[config.mk]
export PLATFORM = sky130hd
export DESIGN_NAME = serial_port
export DESIGN_NICKNAME = d
export VERILOG_FILES = /design/src/serial_port_pkg.sv /design/src/pin_sync.sv /design/src/serial_port.sv
export SDC_FILE = /design/constraint.sdc
export NUM_CORES = 1
export LEC_CHECK = 0
export BUFFER_PORTS_ARGS = -buffer_cell sky130_fd_sc_hd__clkbuf_2
export CAP_MARGIN = 0
export CORE_MARGIN = 5
export CORE_UTILIZATION = 54
export CTS_BUF_LIST = sky130_fd_sc_hd__clkbuf_4
export CTS_CLUSTER_DIAMETER = 60
export DETAILED_ROUTE_END_ITERATION = 10
export MAX_ROUTING_LAYER = met4
export PLACE_DENSITY_LB_ADDON = 0.2
export RECOVER_POWER = 25
export SLEW_MARGIN = 20
export SYNTH_ARGS = -nofsm -noshare
export SYNTH_HDL_FRONTEND = slang
export SYNTH_HIERARCHICAL = 1
export SYNTH_SLANG_ARGS = --single-unit
[constraint.sdc]
create_clock -name pclk -period 3.1 [get_ports pclk]
set_input_delay 0.62 -clock pclk [delete_from_list [all_inputs] [get_ports pclk]]
set_output_delay 0.62 -clock pclk [all_outputs]
set_load 0.01 [all_outputs]
[src/serial_port_pkg.sv]
// Constants shared by the byte-wide serial port: register map, field positions,
// reset values, master clock divider codes and the transfer state encoding.
// Assumes a 100 MHz pclk and an APB master with an 8-bit byte address.
package serial_port_pkg;

  // ==========================================================================
  // Register map
  // ==========================================================================
  localparam int        APB_ADDR_W = 8;
  localparam logic [7:0] IDX_DATA  = 8'h31;
  localparam logic [7:0] IDX_CTRL  = 8'h32;
  localparam logic [7:0] IDX_STAT  = 8'h33;
  localparam logic [7:0] ADDR_DATA = {IDX_DATA[5:0], 2'b00};
  localparam logic [7:0] ADDR_CTRL = {IDX_CTRL[5:0], 2'b00};
  localparam logic [7:0] ADDR_STAT = {IDX_STAT[5:0], 2'b00};

  // ==========================================================================
  // Control register fields
  // ==========================================================================
  localparam int CTRL_IRQ_EN  = 7;
  localparam int CTRL_PORT_EN = 6;
  localparam int CTRL_RATE_DE = 5;
  localparam int CTRL_MASTER  = 4;
  localparam int CTRL_CLOCK_POLARITY    = 3;
  localparam int CTRL_CLOCK_PHASE    = 2;
  localparam int CTRL_RATE_HI = 1;
  localparam int CTRL_RATE_LO = 0;
  localparam logic [7:0] CTRL_RESET = 8'h00;

  // ==========================================================================
  // Control/status register fields
  // ==========================================================================
  localparam int STAT_TC      = 7;
  localparam int STAT_WRITE_COLLISION_FLAG    = 6;
  localparam int STAT_OVR     = 5;
  localparam int STAT_MODE_FAULT_FLAG    = 4;
  localparam int STAT_SOD     = 2;
  localparam int STAT_SSM     = 1;
  localparam int STAT_SSI     = 0;
  localparam logic [7:0] STAT_RESET = 8'h00;
  localparam logic [7:0] DATA_RESET = 8'h00;

  // ==========================================================================
  // Master clock divider: code is {rate_divider_enable, hi, lo}
  // ==========================================================================
  localparam logic [7:0] SCK_DIV_4   = 8'h04;
  localparam logic [7:0] SCK_DIV_8   = 8'h08;
  localparam logic [7:0] SCK_DIV_16  = 8'h10;
  localparam logic [7:0] SCK_DIV_32  = 8'h20;
  localparam logic [7:0] SCK_DIV_64  = 8'h40;
  localparam logic [7:0] SCK_DIV_128 = 8'h80;
  localparam logic [3:0] LAST_EDGE   = 4'hf;

  // Half period in pclk cycles; undefined codes fall back to the slowest rate.
  function automatic logic [6:0] rate_half(input logic [2:0] code);
    logic [7:0] div;
    div = SCK_DIV_128;
    case (code)
      3'b100:  div = SCK_DIV_4;
      3'b000:  div = SCK_DIV_8;
      3'b001:  div = SCK_DIV_16;
      3'b110:  div = SCK_DIV_32;
      3'b010:  div = SCK_DIV_64;
      3'b011:  div = SCK_DIV_128;
      default: div = SCK_DIV_128;
    endcase
    return div[7:1];
  endfunction : rate_half

  typedef enum logic [1:0] {
    ST_IDLE = 2'b01,
    ST_RUN  = 2'b10
  } xfer_state_t;

endpackage : serial_port_pkg

[src/pin_sync.sv]
// Two flip-flop synchroniser for a group of pin inputs.
// Assumes each bit is an independent level; no bus coherency is provided.
module pin_sync #(
  parameter int WIDTH = 4
) (
  input  wire logic             pclk,
  input  wire logic             presetn,
  input  wire logic [WIDTH-1:0] d,
  output logic      [WIDTH-1:0] q
);

  logic [WIDTH-1:0] meta_r;

  always_ff @(posedge pclk or negedge presetn)
  begin
    if (!presetn)
    begin
      meta_r <= '0;
      q      <= '0;
    end
    else
    begin
      meta_r <= d;
      q      <= meta_r;
    end
  end

endmodule : pin_sync

[src/serial_port.sv]
// Byte-wide synchronous serial port, master or slave, with an APB register port.
// Assumes zero-wait APB, pins resolved outside from the output enables, and in
// slave mode an external serial clock no faster than pclk/8.
// What this block does
// Interrupt request is high when enabled and completion, overrun or fault is set.
// Select low in master mode clears port enable and master; reset clears enable.
// Port enable off releases the pins; on claims them for the serial port.
// Master clock is pclk divided by 4 to 128 from the three rate bits.
// In slave mode the rate bits are ignored; the clock comes from outside.
// Master drives the clock pin and swaps data pin roles against slave mode.
// Clock polarity sets the idle level of the serial clock in both modes.
// Clock phase picks the first or the second clock edge as capture edge.
// Software disables the port before changing clock polarity between bytes.
// The far slave uses the same polarity and phase settings as the master.
// Completion flag sets at byte end; clears after status access then data access.
// Data writes are ignored while completion is set and status has not been accessed.
// Writing data during a transfer sets the write collision flag.
// Byte ending while completion is set raises overrun; status read clears it.
// Select low in master mode sets fault; status access then control write clears.
// Output disable disconnects the serial data output in both modes.
// Software select management ignores the select pin and uses the internal bit.
// Internal select bit zero means selected, one means deselected.
// In master mode a data write starts one byte out and one byte in.
// Received byte is copied to a buffer at completion unless overrun is raised; data reads return it.
// A data write loads the byte straight into the shift register.
// Software keeps the reserved status bit three written as zero.
// Eight bits shift per byte, most significant first, on the chosen edges.
module serial_port
  import serial_port_pkg::*;
(
  input  wire logic                  pclk,
  input  wire logic                  presetn,
  input  wire logic                  psel,
  input  wire logic                  penable,
  input  wire logic                  pwrite,
  input  wire logic [APB_ADDR_W-1:0] paddr,
  input  wire logic [31:0]           pwdata,
  input  wire logic [3:0]            pstrb,
  output logic      [31:0]           prdata,
  output logic                       pready,
  output logic                       pslverr,
  input  wire logic                  sck_in,
  output logic                       sck_out,
  output logic                       sck_oe,
  input  wire logic                  mosi_in,
  output logic                       mosi_out,
  output logic                       mosi_oe,
  input  wire logic                  miso_in,
  output logic                       miso_out,
  output logic                       miso_oe,
  input  wire logic                  ss_n_in,
  output logic                       pins_alt_en,
  output logic                       ss_alt_en,
  output logic                       irq
);

  // ==========================================================================
  // State
  // ==========================================================================
  logic        irq_en_r, port_en_r, rate_de_r, master_r;
  logic        clock_polarity_r, clock_phase_r, rate_hi_r, rate_lo_r;
  logic        tc_r, write_collision_flag_r, ovr_r, mode_fault_flag_r, sod_r, ssm_r, ssi_r;
  logic        arm_tc_r, arm_write_collision_flag_r, arm_mode_fault_flag_r;
  logic [7:0]  rxbuf_r;
  logic [7:0]  shift_r;
  logic        out_r;
  logic [3:0]  edge_cnt_r;
  logic [6:0]  div_cnt_r;
  logic        sck_lvl_r;
  logic        sck_prev_r;
  logic        m_lead_r, m_trail_r;
  logic [7:0]  prdata_r;
  xfer_state_t state_r;
  xfer_state_t state_nxt;

  logic [3:0]  sync_q;
  logic        sck_s, mosi_s, miso_s, ss_n_s;

  pin_sync #(
    .WIDTH (4)
  ) u_sync (
    .pclk    (pclk),
    .presetn (presetn),
    .d       ({sck_in, mosi_in, miso_in, ss_n_in}),
    .q       (sync_q)
  );

  assign sck_s  = sync_q[3];
  assign mosi_s = sync_q[2];
  assign miso_s = sync_q[1];
  assign ss_n_s = sync_q[0];

  // ==========================================================================
  // APB decode
  // ==========================================================================
  wire       acc       = psel & penable;
  wire       sel_data  = (paddr == ADDR_DATA);
  wire       sel_ctrl  = (paddr == ADDR_CTRL);
  wire       sel_stat  = (paddr == ADDR_STAT);
  wire       hit       = sel_data | sel_ctrl | sel_stat;
  wire       wr_lane   = acc & pwrite & pstrb[0];
  wire       data_acc  = acc & sel_data;
  wire       data_wr   = wr_lane & sel_data;
  wire       ctrl_wr   = wr_lane & sel_ctrl;
  wire       stat_wr   = wr_lane & sel_stat;
  wire       stat_acc  = acc & sel_stat;
  wire       stat_rd   = stat_acc & !pwrite;

  wire [7:0] ctrl_val  = {irq_en_r, port_en_r, rate_de_r, master_r,
                          clock_polarity_r, clock_phase_r, rate_hi_r, rate_lo_r};
  wire [7:0] stat_val  = {tc_r, write_collision_flag_r, ovr_r, mode_fault_flag_r, 1'b0, sod_r, ssm_r, ssi_r};
  wire [7:0] rd_mux    = sel_data ? rxbuf_r :
                         sel_ctrl ? ctrl_val :
                         sel_stat ? stat_val : 8'h00;

  assign pready  = 1'b1;
  assign pslverr = acc & !hit;
  assign prdata  = {24'h000000, prdata_r};

  // ==========================================================================
  // Select, fault and transfer control
  // ==========================================================================
  wire       selected  = ssm_r ? !ssi_r : !ss_n_s;
  wire       fault     = master_r & port_en_r & selected;
  wire       running   = (state_r == ST_RUN);
  wire       busy      = running | (edge_cnt_r != 4'h0);
  wire       wr_block  = tc_r & !arm_tc_r;
  wire       load_ok   = data_wr & !busy & !wr_block;
  wire       collide   = data_wr & busy;
  wire       start_m   = load_ok & master_r & port_en_r;
  wire       slave_on  = port_en_r & !master_r & selected;

  // Master clock generator, rate bits read here and in the control register readback.
  wire [6:0] half      = rate_half({rate_de_r, rate_hi_r, rate_lo_r});
  wire       div_tick  = running & (div_cnt_r == (half - 7'd1));
  wire       m_lead    = div_tick & (sck_lvl_r == clock_polarity_r);
  wire       m_trail   = div_tick & (sck_lvl_r != clock_polarity_r);

  // Slave edges seen on the synchronised external clock.
  wire       s_edge    = slave_on & (sck_s != sck_prev_r);
  wire       s_lead    = s_edge & (sck_s != clock_polarity_r);
  wire       s_trail   = s_edge & (sck_s == clock_polarity_r);

  // Master events act one cycle after the clock toggle, so the returning data bit
  // has crossed the pin synchroniser even at the fastest rate.
  wire       lead_p    = master_r ? m_lead_r : s_lead;
  wire       trail_p   = master_r ? m_trail_r : s_trail;
  wire       capture_p = clock_phase_r ? trail_p : lead_p;
  wire       shift_p   = clock_phase_r ? lead_p : trail_p;
  wire       any_edge  = lead_p | trail_p;
  wire       serial_in = master_r ? miso_s : mosi_s;
  wire [7:0] shift_cap = {shift_r[6:0], serial_in};
  wire       done_p    = any_edge & (edge_cnt_r == LAST_EDGE);
  wire [7:0] rx_byte   = capture_p ? shift_cap : shift_r;
  wire       abort     = !port_en_r | (master_r ? !running : !selected);

  // Flag clear conditions; hardware set always wins below.
  wire       tc_clr    = arm_tc_r & data_acc;
  wire       ovr_set   = done_p & tc_r & !tc_clr;
  wire       mode_fault_flag_lock = mode_fault_flag_r & !arm_mode_fault_flag_r;

  always_comb
  begin
    state_nxt = state_r;
    case (state_r)
      ST_IDLE:
      begin
        if (start_m)
          state_nxt = ST_RUN;
      end
      ST_RUN:
      begin
        if (done_p | !port_en_r | !master_r)
          state_nxt = ST_IDLE;
      end
      default: state_nxt = ST_IDLE;
    endcase
  end

  // ==========================================================================
  // Serial engine
  // ==========================================================================
  always_ff @(posedge pclk or negedge presetn)
  begin
    if (!presetn)
    begin
      state_r    <= ST_IDLE;
      div_cnt_r  <= 7'h00;
      sck_lvl_r  <= 1'b0;
      sck_prev_r <= 1'b0;
      edge_cnt_r <= 4'h0;
      m_lead_r   <= 1'b0;
      m_trail_r  <= 1'b0;
    end
    else
    begin
      state_r    <= state_nxt;
      sck_prev_r <= sck_s;
      m_lead_r   <= m_lead;
      m_trail_r  <= m_trail;
      div_cnt_r  <= (running & !div_tick) ? div_cnt_r + 7'd1 : 7'h00;
      if (!running)
        sck_lvl_r <= clock_polarity_r;
      else if (div_tick)
        sck_lvl_r <= !sck_lvl_r;
      if (abort | done_p)
        edge_cnt_r <= 4'h0;
      else if (any_edge)
        edge_cnt_r <= edge_cnt_r + 4'h1;
    end
  end

  always_ff @(posedge pclk or negedge presetn)
  begin
    if (!presetn)
    begin
      shift_r <= DATA_RESET;
      out_r   <= 1'b0;
    end
    else if (load_ok)
    begin
      shift_r <= pwdata[7:0];
      out_r   <= pwdata[7];
    end
    else
    begin
      if (capture_p)
        shift_r <= shift_cap;
      if (shift_p)
        out_r <= shift_r[7];
    end
  end

  always_ff @(posedge pclk or negedge presetn)
  begin
    if (!presetn)
      rxbuf_r <= DATA_RESET;
    else if (done_p & !ovr_set)
      rxbuf_r <= rx_byte;
  end

  // ==========================================================================
  // Status flags
  // ==========================================================================
  always_ff @(posedge pclk or negedge presetn)
  begin
    if (!presetn)
    begin
      tc_r       <= STAT_RESET[STAT_TC];
      write_collision_flag_r     <= STAT_RESET[STAT_WRITE_COLLISION_FLAG];
      ovr_r      <= STAT_RESET[STAT_OVR];
      mode_fault_flag_r     <= STAT_RESET[STAT_MODE_FAULT_FLAG];
      arm_tc_r   <= 1'b0;
      arm_write_collision_flag_r <= 1'b0;
      arm_mode_fault_flag_r <= 1'b0;
    end
    else
    begin
      tc_r       <= done_p | (tc_r & !tc_clr);
      arm_tc_r   <= !done_p & ((stat_acc & tc_r) | (arm_tc_r & !data_acc));
      write_collision_flag_r     <= collide | (write_collision_flag_r & !(arm_write_collision_flag_r & data_acc));
      arm_write_collision_flag_r <= !collide & ((stat_acc & write_collision_flag_r) | (arm_write_collision_flag_r & !data_acc));
      ovr_r      <= ovr_set | (ovr_r & !stat_rd);
      mode_fault_flag_r     <= fault | (mode_fault_flag_r & !(arm_mode_fault_flag_r & ctrl_wr));
      arm_mode_fault_flag_r <= !fault & ((stat_acc & mode_fault_flag_r) | (arm_mode_fault_flag_r & !ctrl_wr));
    end
  end

  // ==========================================================================
  // Control and software-owned status bits
  // ==========================================================================
  always_ff @(posedge pclk or negedge presetn)
  begin
    if (!presetn)
    begin
      irq_en_r  <= CTRL_RESET[CTRL_IRQ_EN];
      port_en_r <= CTRL_RESET[CTRL_PORT_EN];
      rate_de_r <= CTRL_RESET[CTRL_RATE_DE];
      master_r  <= CTRL_RESET[CTRL_MASTER];
      clock_polarity_r    <= CTRL_RESET[CTRL_CLOCK_POLARITY];
      clock_phase_r    <= CTRL_RESET[CTRL_CLOCK_PHASE];
      rate_hi_r <= CTRL_RESET[CTRL_RATE_HI];
      rate_lo_r <= CTRL_RESET[CTRL_RATE_LO];
    end
    else
    begin
      if (ctrl_wr)
      begin
        irq_en_r  <= pwdata[CTRL_IRQ_EN];
        rate_de_r <= pwdata[CTRL_RATE_DE];
        clock_polarity_r    <= pwdata[CTRL_CLOCK_POLARITY];
        clock_phase_r    <= pwdata[CTRL_CLOCK_PHASE];
        rate_hi_r <= pwdata[CTRL_RATE_HI];
        rate_lo_r <= pwdata[CTRL_RATE_LO];
      end
      // A pending fault blocks enabling until its clearing sequence runs.
      if (fault)
      begin
        port_en_r <= 1'b0;
        master_r  <= 1'b0;
      end
      else if (ctrl_wr)
      begin
        port_en_r <= pwdata[CTRL_PORT_EN] & !mode_fault_flag_lock;
        master_r  <= pwdata[CTRL_MASTER] & !mode_fault_flag_lock;
      end
    end
  end

  always_ff @(posedge pclk or negedge presetn)
  begin
    if (!presetn)
    begin
      sod_r <= STAT_RESET[STAT_SOD];
      ssm_r <= STAT_RESET[STAT_SSM];
      ssi_r <= STAT_RESET[STAT_SSI];
    end
    else if (stat_wr)
    begin
      sod_r <= pwdata[STAT_SOD];
      ssm_r <= pwdata[STAT_SSM];
      ssi_r <= pwdata[STAT_SSI];
    end
  end

  always_ff @(posedge pclk or negedge presetn)
  begin
    if (!presetn)
      prdata_r <= 8'h00;
    else if (psel & !penable)
      prdata_r <= rd_mux;
  end

  // ==========================================================================
  // Pins and interrupt
  // ==========================================================================
  assign pins_alt_en = port_en_r;
  assign ss_alt_en   = port_en_r & !ssm_r;
  assign sck_out     = sck_lvl_r;
  assign sck_oe      = port_en_r & master_r;
  assign mosi_out    = out_r;
  assign mosi_oe     = port_en_r & master_r & !sod_r;
  assign miso_out    = out_r;
  assign miso_oe     = port_en_r & !master_r & !sod_r & selected;
  assign irq         = irq_en_r & (tc_r | ovr_r | mode_fault_flag_r);

endmodule : serial_port

==> results.sh, run 1 <==
export IMPL_diodes=0
export IMPL_drive_gt1_share_pct=28.6
export IMPL_fmax_mhz=434
export IMPL_htreeDepth=3
export IMPL_grt_usage_pct=18.9
export IMPL_syn_inst=329
export IMPL_fin_crit_sh_pct=74.3
export IMPL_leakage_nw=1.84
export IMPL_num_vias=2508
export IMPL_post_drt_wl_per_cell_um=15.7
export IMPL_ant_nets=0
export IMPL_first_iter_violations=142
export IMPL_cp_start_kind="flop"
export IMPL_hp_class="primary input to flop"
export IMPL_setup_viol=0
export IMPL_min_period_ns=2.30
export IMPL_syn_area_mm2=0.00346
export IMPL_dr_pass1_iters=4
export IMPL_internal_power_mw=1.16
export IMPL_port_buffers=43
export IMPL_finalSetupTns_ns=0
export IMPL_design_area_mm2=0.00382
export IMPL_start_util_pct=54.9
export IMPL_share_comb_of_total_power_pct=6.5
export IMPL_grt_pass1_wl_mm=11.9
export IMPL_synth_seq_area_share_pct=49.2
export IMPL_cts_buffer_depth=2
export IMPL_ys_flop_type="dfrtp_1"
export IMPL_finClkSkew_ns=0.00815
export IMPL_ctsRootBufferMaster="clkbuf_4"
export IMPL_postCtsSetupBuffers=0
export IMPL_area_growth_pct=10.1
export IMPL_ff2ff_setup_slack_ns=0.80
export IMPL_post_synth_num_cell_types=50
export IMPL_arrival_ns=2.61
export IMPL_cts_buffers_inserted=9
export IMPL_crit_path_max_fanout=7
export IMPL_pin_count=96
export IMPL_die_w_um=90.1
export IMPL_cts_sinks=68
export IMPL_sequentialPowerShare_pct=58.2
export IMPL_synth_seq_cells=68
export IMPL_cap_violations=1
export IMPL_criticalPathCategory="flop to flop"
export IMPL_insertion_delay_ns=0.41
export IMPL_worst_slew_pin_transition_ns=1.64
export IMPL_final_hold_viol_count=0
export IMPL_drt_wl_total_mm=7.24
export IMPL_core_area_mm2=0.00631
export IMPL_maxSlewHeadroom_pct=-9.07
export IMPL_cts_hold_fix_buffers=0
export IMPL_clkPwrFrac_pct=35.3
export IMPL_ir_drop_mv=0.322
export IMPL_cts_resized_gates=0
export IMPL_async_flop_share_pct=100
export IMPL_cp_required_ns=3.40
export IMPL_synth_edff_count=0
export IMPL_cts_tree="done"
export IMPL_drc=0
export IMPL_hpwlAfterDp_mm=5.39
export IMPL_die_h_um=90.1
export IMPL_violations="capacitance limit, slew limit"
export IMPL_vias_per_cell=5.43
export IMPL_syn_area_per_cell_um2=10.5
export IMPL_ys_warn_count=6
export IMPL_grt_antenna_before_repair=0
export IMPL_clk_pin_slew_ns=0.10
export IMPL_rows=29
export IMPL_outcome="complete, but fails checks"
export IMPL_p_sw_mw=0.388
export IMPL_gr_total_overflow=0
export IMPL_slew_viol_final=69
export IMPL_rsz0062_at_grt="false"
export IMPL_gp_congestion=0.820
export IMPL_postPlaceCellArea_mm2=0.00369
export IMPL_switching_share_pct=25.0
export IMPL_die_area_mm2=0.00812
export IMPL_cp_end_kind="flop"
export IMPL_p_per_area_mw_per_mm2=407
export IMPL_final_nets=436
export IMPL_grt_pass1_vias=2383
export IMPL_grt_max_degree=69
metal layers:
metal	up-vias	part of all wire [%]	GRT usage, %
li1	1198	-	-
met1	1233	45	25.1
met2	63	48	28.0
met3	14	4.6	4.17
met4	0	2.4	8.06
met5	-	0	-
worst paths after layout:
check,end,depth (start not counted),start
setup / recovery,rxbuf_r[5],6,clock_polarity_r
hold / removal,u_sync/meta_r[2],1,mosi_in
min in group asynchronous,div_cnt_r[6],2,presetn
hold reg to reg,u_sync/q[1],0,u_sync/meta_r[1]
max in group asynchronous,prdata_r[0],2,presetn
setup reg to reg,rxbuf_r[5],6,clock_polarity_r
critical path: stages (launching register included):
cell	delay [ns]
dfrtp_1	0.49
xnor2_1	0.41
xor2_1	0.20
o41ai_2	0.25
buf_4	0.22
mux2_2	0.37
mux2_2	0.26
cells in the mapped netlist, drive strengths merged, types with 3 or more instances:
master / instances / area, µm²
a21oi: 8 / 40.0
a22oi: 10 / 75.1
buf: 29 / 210
clkbuf: 5 / 18.8
dfrtp: 67 / 1680
ha: 3 / 37.5
inv: 7 / 26.3
mux2: 38 / 428
nand2: 47 / 176
nand2b: 5 / 31.3
nand3: 11 / 55.1
nor2: 20 / 75.1
nor2b: 6 / 37.5
nor3: 4 / 20.0
o21ai: 14 / 70.1
or2: 3 / 18.8
xnor2: 6 / 52.6
xor2: 7 / 61.3
cell families after synthesis:
kind of cell	Yosys count	synth area share, %
other	2	0.217
buffers and inverters	41	7.37
XOR/XNOR	13	3.29
AND/OR/NAND/NOR	113	15.9
multiplexers	39	12.6
adder cells (fa/ha/maj)	3	1.08
flip-flops	68	49.2
AO/OA/AOI/OAI	50	10.3
metrics by stage:
step	util (%)	hold slack, ns	cells	setup slack, ns	power (mW)
3_5_place_dp	58.5	0.338	446	0.412	1.02
4_1_cts	60.5	0.282	462	0.801	1.57
3_3_place_gp	58.5	0.334	446	0.440	1.02
2_1_floorplan	-	0.324	352	0.621	0.995
6_report	60.4	0.308	462	0.796	1.55
5_1_grt	60.4	0.275	462	0.692	1.63
power by group through the flow:
stage | logic [mW] | registers [mW] | clock network [mW]
final | 0.100 | 0.904 | 0.548
after global routing | 0.113 | 0.906 | 0.606
after CTS | 0.102 | 0.904 | 0.562
after detailed placement | 0.102 | 0.922 | 0
after global placement | 0.0990 | 0.921 | 0
after floorplan | 0.0762 | 0.919 | 0
final cells by class:
cell class                      count  area, µm²
Clock inverter                      7       57.6
Fill cell                         539       2500
Inverter                            7       26.3
Tap cell                           77       96.3
Multi-Input combinational cell    243       1590
Timing Repair Buffer               51        273
Sequential cell                    68       1700
Clock buffer                        9       67.6
flip-flops by register name, indices dropped and copies added, names as in the netlist, 2 cells and up:
name	count
shift_r	8
state_r	2
div_cnt_r	7
rxbuf_r	8
prdata_r	8
u_sync/meta_r	4
u_sync/q	4
edge_cnt_r	4
placed cells by master (no fill, tap or decap), types with 3 or more instances in the layout:
cell type / count
xor2_1: 7
nor3_1: 4
clkbuf_2: 43
nor2b_1: 6
dfrtp_1: 67
conb_1: 25
clkinv_2: 4
xnor2_1: 6
buf_4: 7
mux2_2: 38
a21oi_1: 8
o21ai_0: 14
nand2_1: 47
inv_1: 7
ha_1: 3
nand3_1: 11
clkbuf_4: 9
nor2_1: 20
a22oi_1: 10
nand2b_1: 5
(Power assumes the default switching activity.)
==> inputs of run 2 (changes only) <==
- CORE_UTILIZATION: 54 -> 49
- clock period: 3.1 -> 2 ns (I/O delays scaled with it)
==> results.sh, run 2 (synthesis gave the netlist of run 1 again) <==
export IMPL_die_h_um=94.1
export IMPL_final_hold_viol_count=0
export IMPL_worst_slew_pin_transition_ns=0.872
export IMPL_path_cells="mux2_4 -> o41ai_4 -> buf_6 -> mux2_2 -> mux2_2"
export IMPL_reg2regPathDepth=5
export IMPL_worstReg2RegStart="ssm_r"
export IMPL_crit_path_frequent_cell="mux2_2"
export IMPL_grt_antenna_before_repair=0
export IMPL_setup_viol=0
export IMPL_die_area_mm2=0.00885
export IMPL_pin_count=96
export IMPL_rsz0062_at_grt="true"
export IMPL_fin_crit_sh_pct=99.9
export IMPL_num_vias=2663
export IMPL_place_worst_setup_slack_ns=-0.279
export IMPL_postPlaceCellArea_mm2=0.00394
export IMPL_htreeDepth=3
export IMPL_timing_final_ws_setup_ns=0.00132
export IMPL_cap_violations=0
export IMPL_mostFrequentLayoutCell="dfrtp_1"
export IMPL_crit_path_max_fanout=7
export IMPL_grt_usage_pct=19.8
export IMPL_rows=30
export IMPL_criticalPathCategory="flop to flop"
export IMPL_fmax_mhz=500
export IMPL_drt_wl_total_mm=7.92
export IMPL_grt_max_degree=41
export IMPL_maxSlewHeadroom_pct=41.9
export IMPL_gr_total_overflow=0
export IMPL_cts_sinks=68
export IMPL_worst_path_buf_inv=1
export IMPL_clk_pin_slew_ns=0.12
export IMPL_p_per_area_mw_per_mm2=625
export IMPL_fin_total_pwr_mw=2.65
export IMPL_final_nets=464
export IMPL_cp_required_ns=2.32
export IMPL_min_period_ns=2.00
export IMPL_whs_ns=0.0729
export IMPL_diodes=0
export IMPL_final_cell_mix="dfrtp_1 (65), nand2_1 (46), clkbuf_2 (41)"
export IMPL_grt_pass1_wl_mm=13.0
export IMPL_hp_class="primary input to flop"
export IMPL_start_util_pct=50.7
export IMPL_hpwlAfterDp_mm=5.87
export IMPL_area_growth_pct=22.2
export IMPL_min_delay_start="sck_in"
export IMPL_slew_viol_final=0
export IMPL_final_util_pct=62.0
export IMPL_ir_drop_mv=0.644
export IMPL_finClkSkew_ns=0.0149
export IMPL_cts_buffers_inserted=9
export IMPL_cpPeakStageDelay_ns=0.42
export IMPL_leakage_nw=2.05
export IMPL_post_drt_wl_per_cell_um=15.6
export IMPL_grt_pass1_vias=2603
export IMPL_arrival_ns=2.32
export IMPL_ant_nets=0
export IMPL_cp_depth=5
export IMPL_port_buffers=43
export IMPL_hold_path_cell_count=1
export IMPL_cpMaxStageDelayCell="dfrtp_1"
export IMPL_dr_pass1_iters=4
export IMPL_core_area_mm2=0.00683
export IMPL_critPathLaunch="ssm_r"
export IMPL_vias_per_cell=5.23
export IMPL_first_iter_violations=153
export IMPL_cp_end_kind="flop"
export IMPL_ff2ff_setup_slack_ns=0.001
export IMPL_cp_top_family="multiplexers"
export IMPL_design_area_mm2=0.00423
export IMPL_drive_gt1_share_pct=37.0
export IMPL_reg_top3="prdata_r: 8 flops, rxbuf_r: 8 flops, shift_r: 8 flops"
export IMPL_ctsRootBufferMaster="clkbuf_4"
export IMPL_gp_congestion=0.845
export IMPL_cp_start_kind="flop"
export IMPL_cts_buffer_depth=2
export IMPL_insertion_delay_ns=0.42
export IMPL_die_w_um=94.1
export IMPL_cts_tree="done"
export IMPL_outcome="finished clean"
export IMPL_drc=0
==> run 2: cell types whose count changed in the layout (fill, tap and decap cells not counted), moves of 2 or more <==
cell,previous run,this run
xnor2_1,6,4
xnor2_2,0,2
buf_4,7,31
buf_6,0,2
clkinv_1,2,0
dfrtp_2,0,2
nor3_1,4,2
mux2_2,38,31
mux2_4,0,7
clkinvlp_4,0,3
clkbuf_2,43,41
dfrtp_1,67,65
clkinv_2,4,0
==> run 2: worst paths after layout <==
check	end
setup / recovery	rxbuf_r[3]
hold / removal	u_sync/meta_r[3]
setup reg to reg	rxbuf_r[3]
hold reg to reg	u_sync/q[3]
max in group asynchronous	clock_phase_r
min in group asynchronous	m_trail_r
==> run 2: final cells by class <==
class / instances / area [µm²]
inverter: 7 / 26.3
tap: 96 / 120
clock inverter: 7 / 100
clock buffer: 9 / 67.6
sequential: 68 / 1710
fill: 583 / 2600
timing repair buffer: 79 / 504
multi-input combinational: 243 / 1710
==> run 2: per-layer routing <==
layer / track usage, % / vias to the layer above / share of wire [%]
met4: 5.90 / 0 / 1.4
met3: 5.29 / 9 / 4.9
met1: 27.4 / 1309 / 47
met5: - / - / 0
met2: 28.6 / 74 / 47
li1: - / 1271 / -
==> run 2: power by group <==
| part | switching (mW) | internal, mW |
|---|---|---|
| logic | 0.118 | 0.0674 |
| clock network | 0.546 | 0.512 |
| registers | 0.0120 | 1.39 |
| total | 0.676 | 1.97 |
==> run 2: stage by stage <==
stage	std cells	setup TNS, ns
6_report	509	0
5_1_grt	509	-0.403
4_1_cts	507	-0.0902
3_3_place_gp	489	-5.43
2_1_floorplan	352	-2.28
3_5_place_dp	489	-5.91
==> run 2: what timing repair did <==
action                     4_1_cts  5_1_grt
buffers inserted                 1        3
hold buffers                     1        0
hold endpoints to repair         6        0
setup endpoints to repair       16       33
gates resized for setup         10       15
cloned                           0        0
pin swaps                        1        3
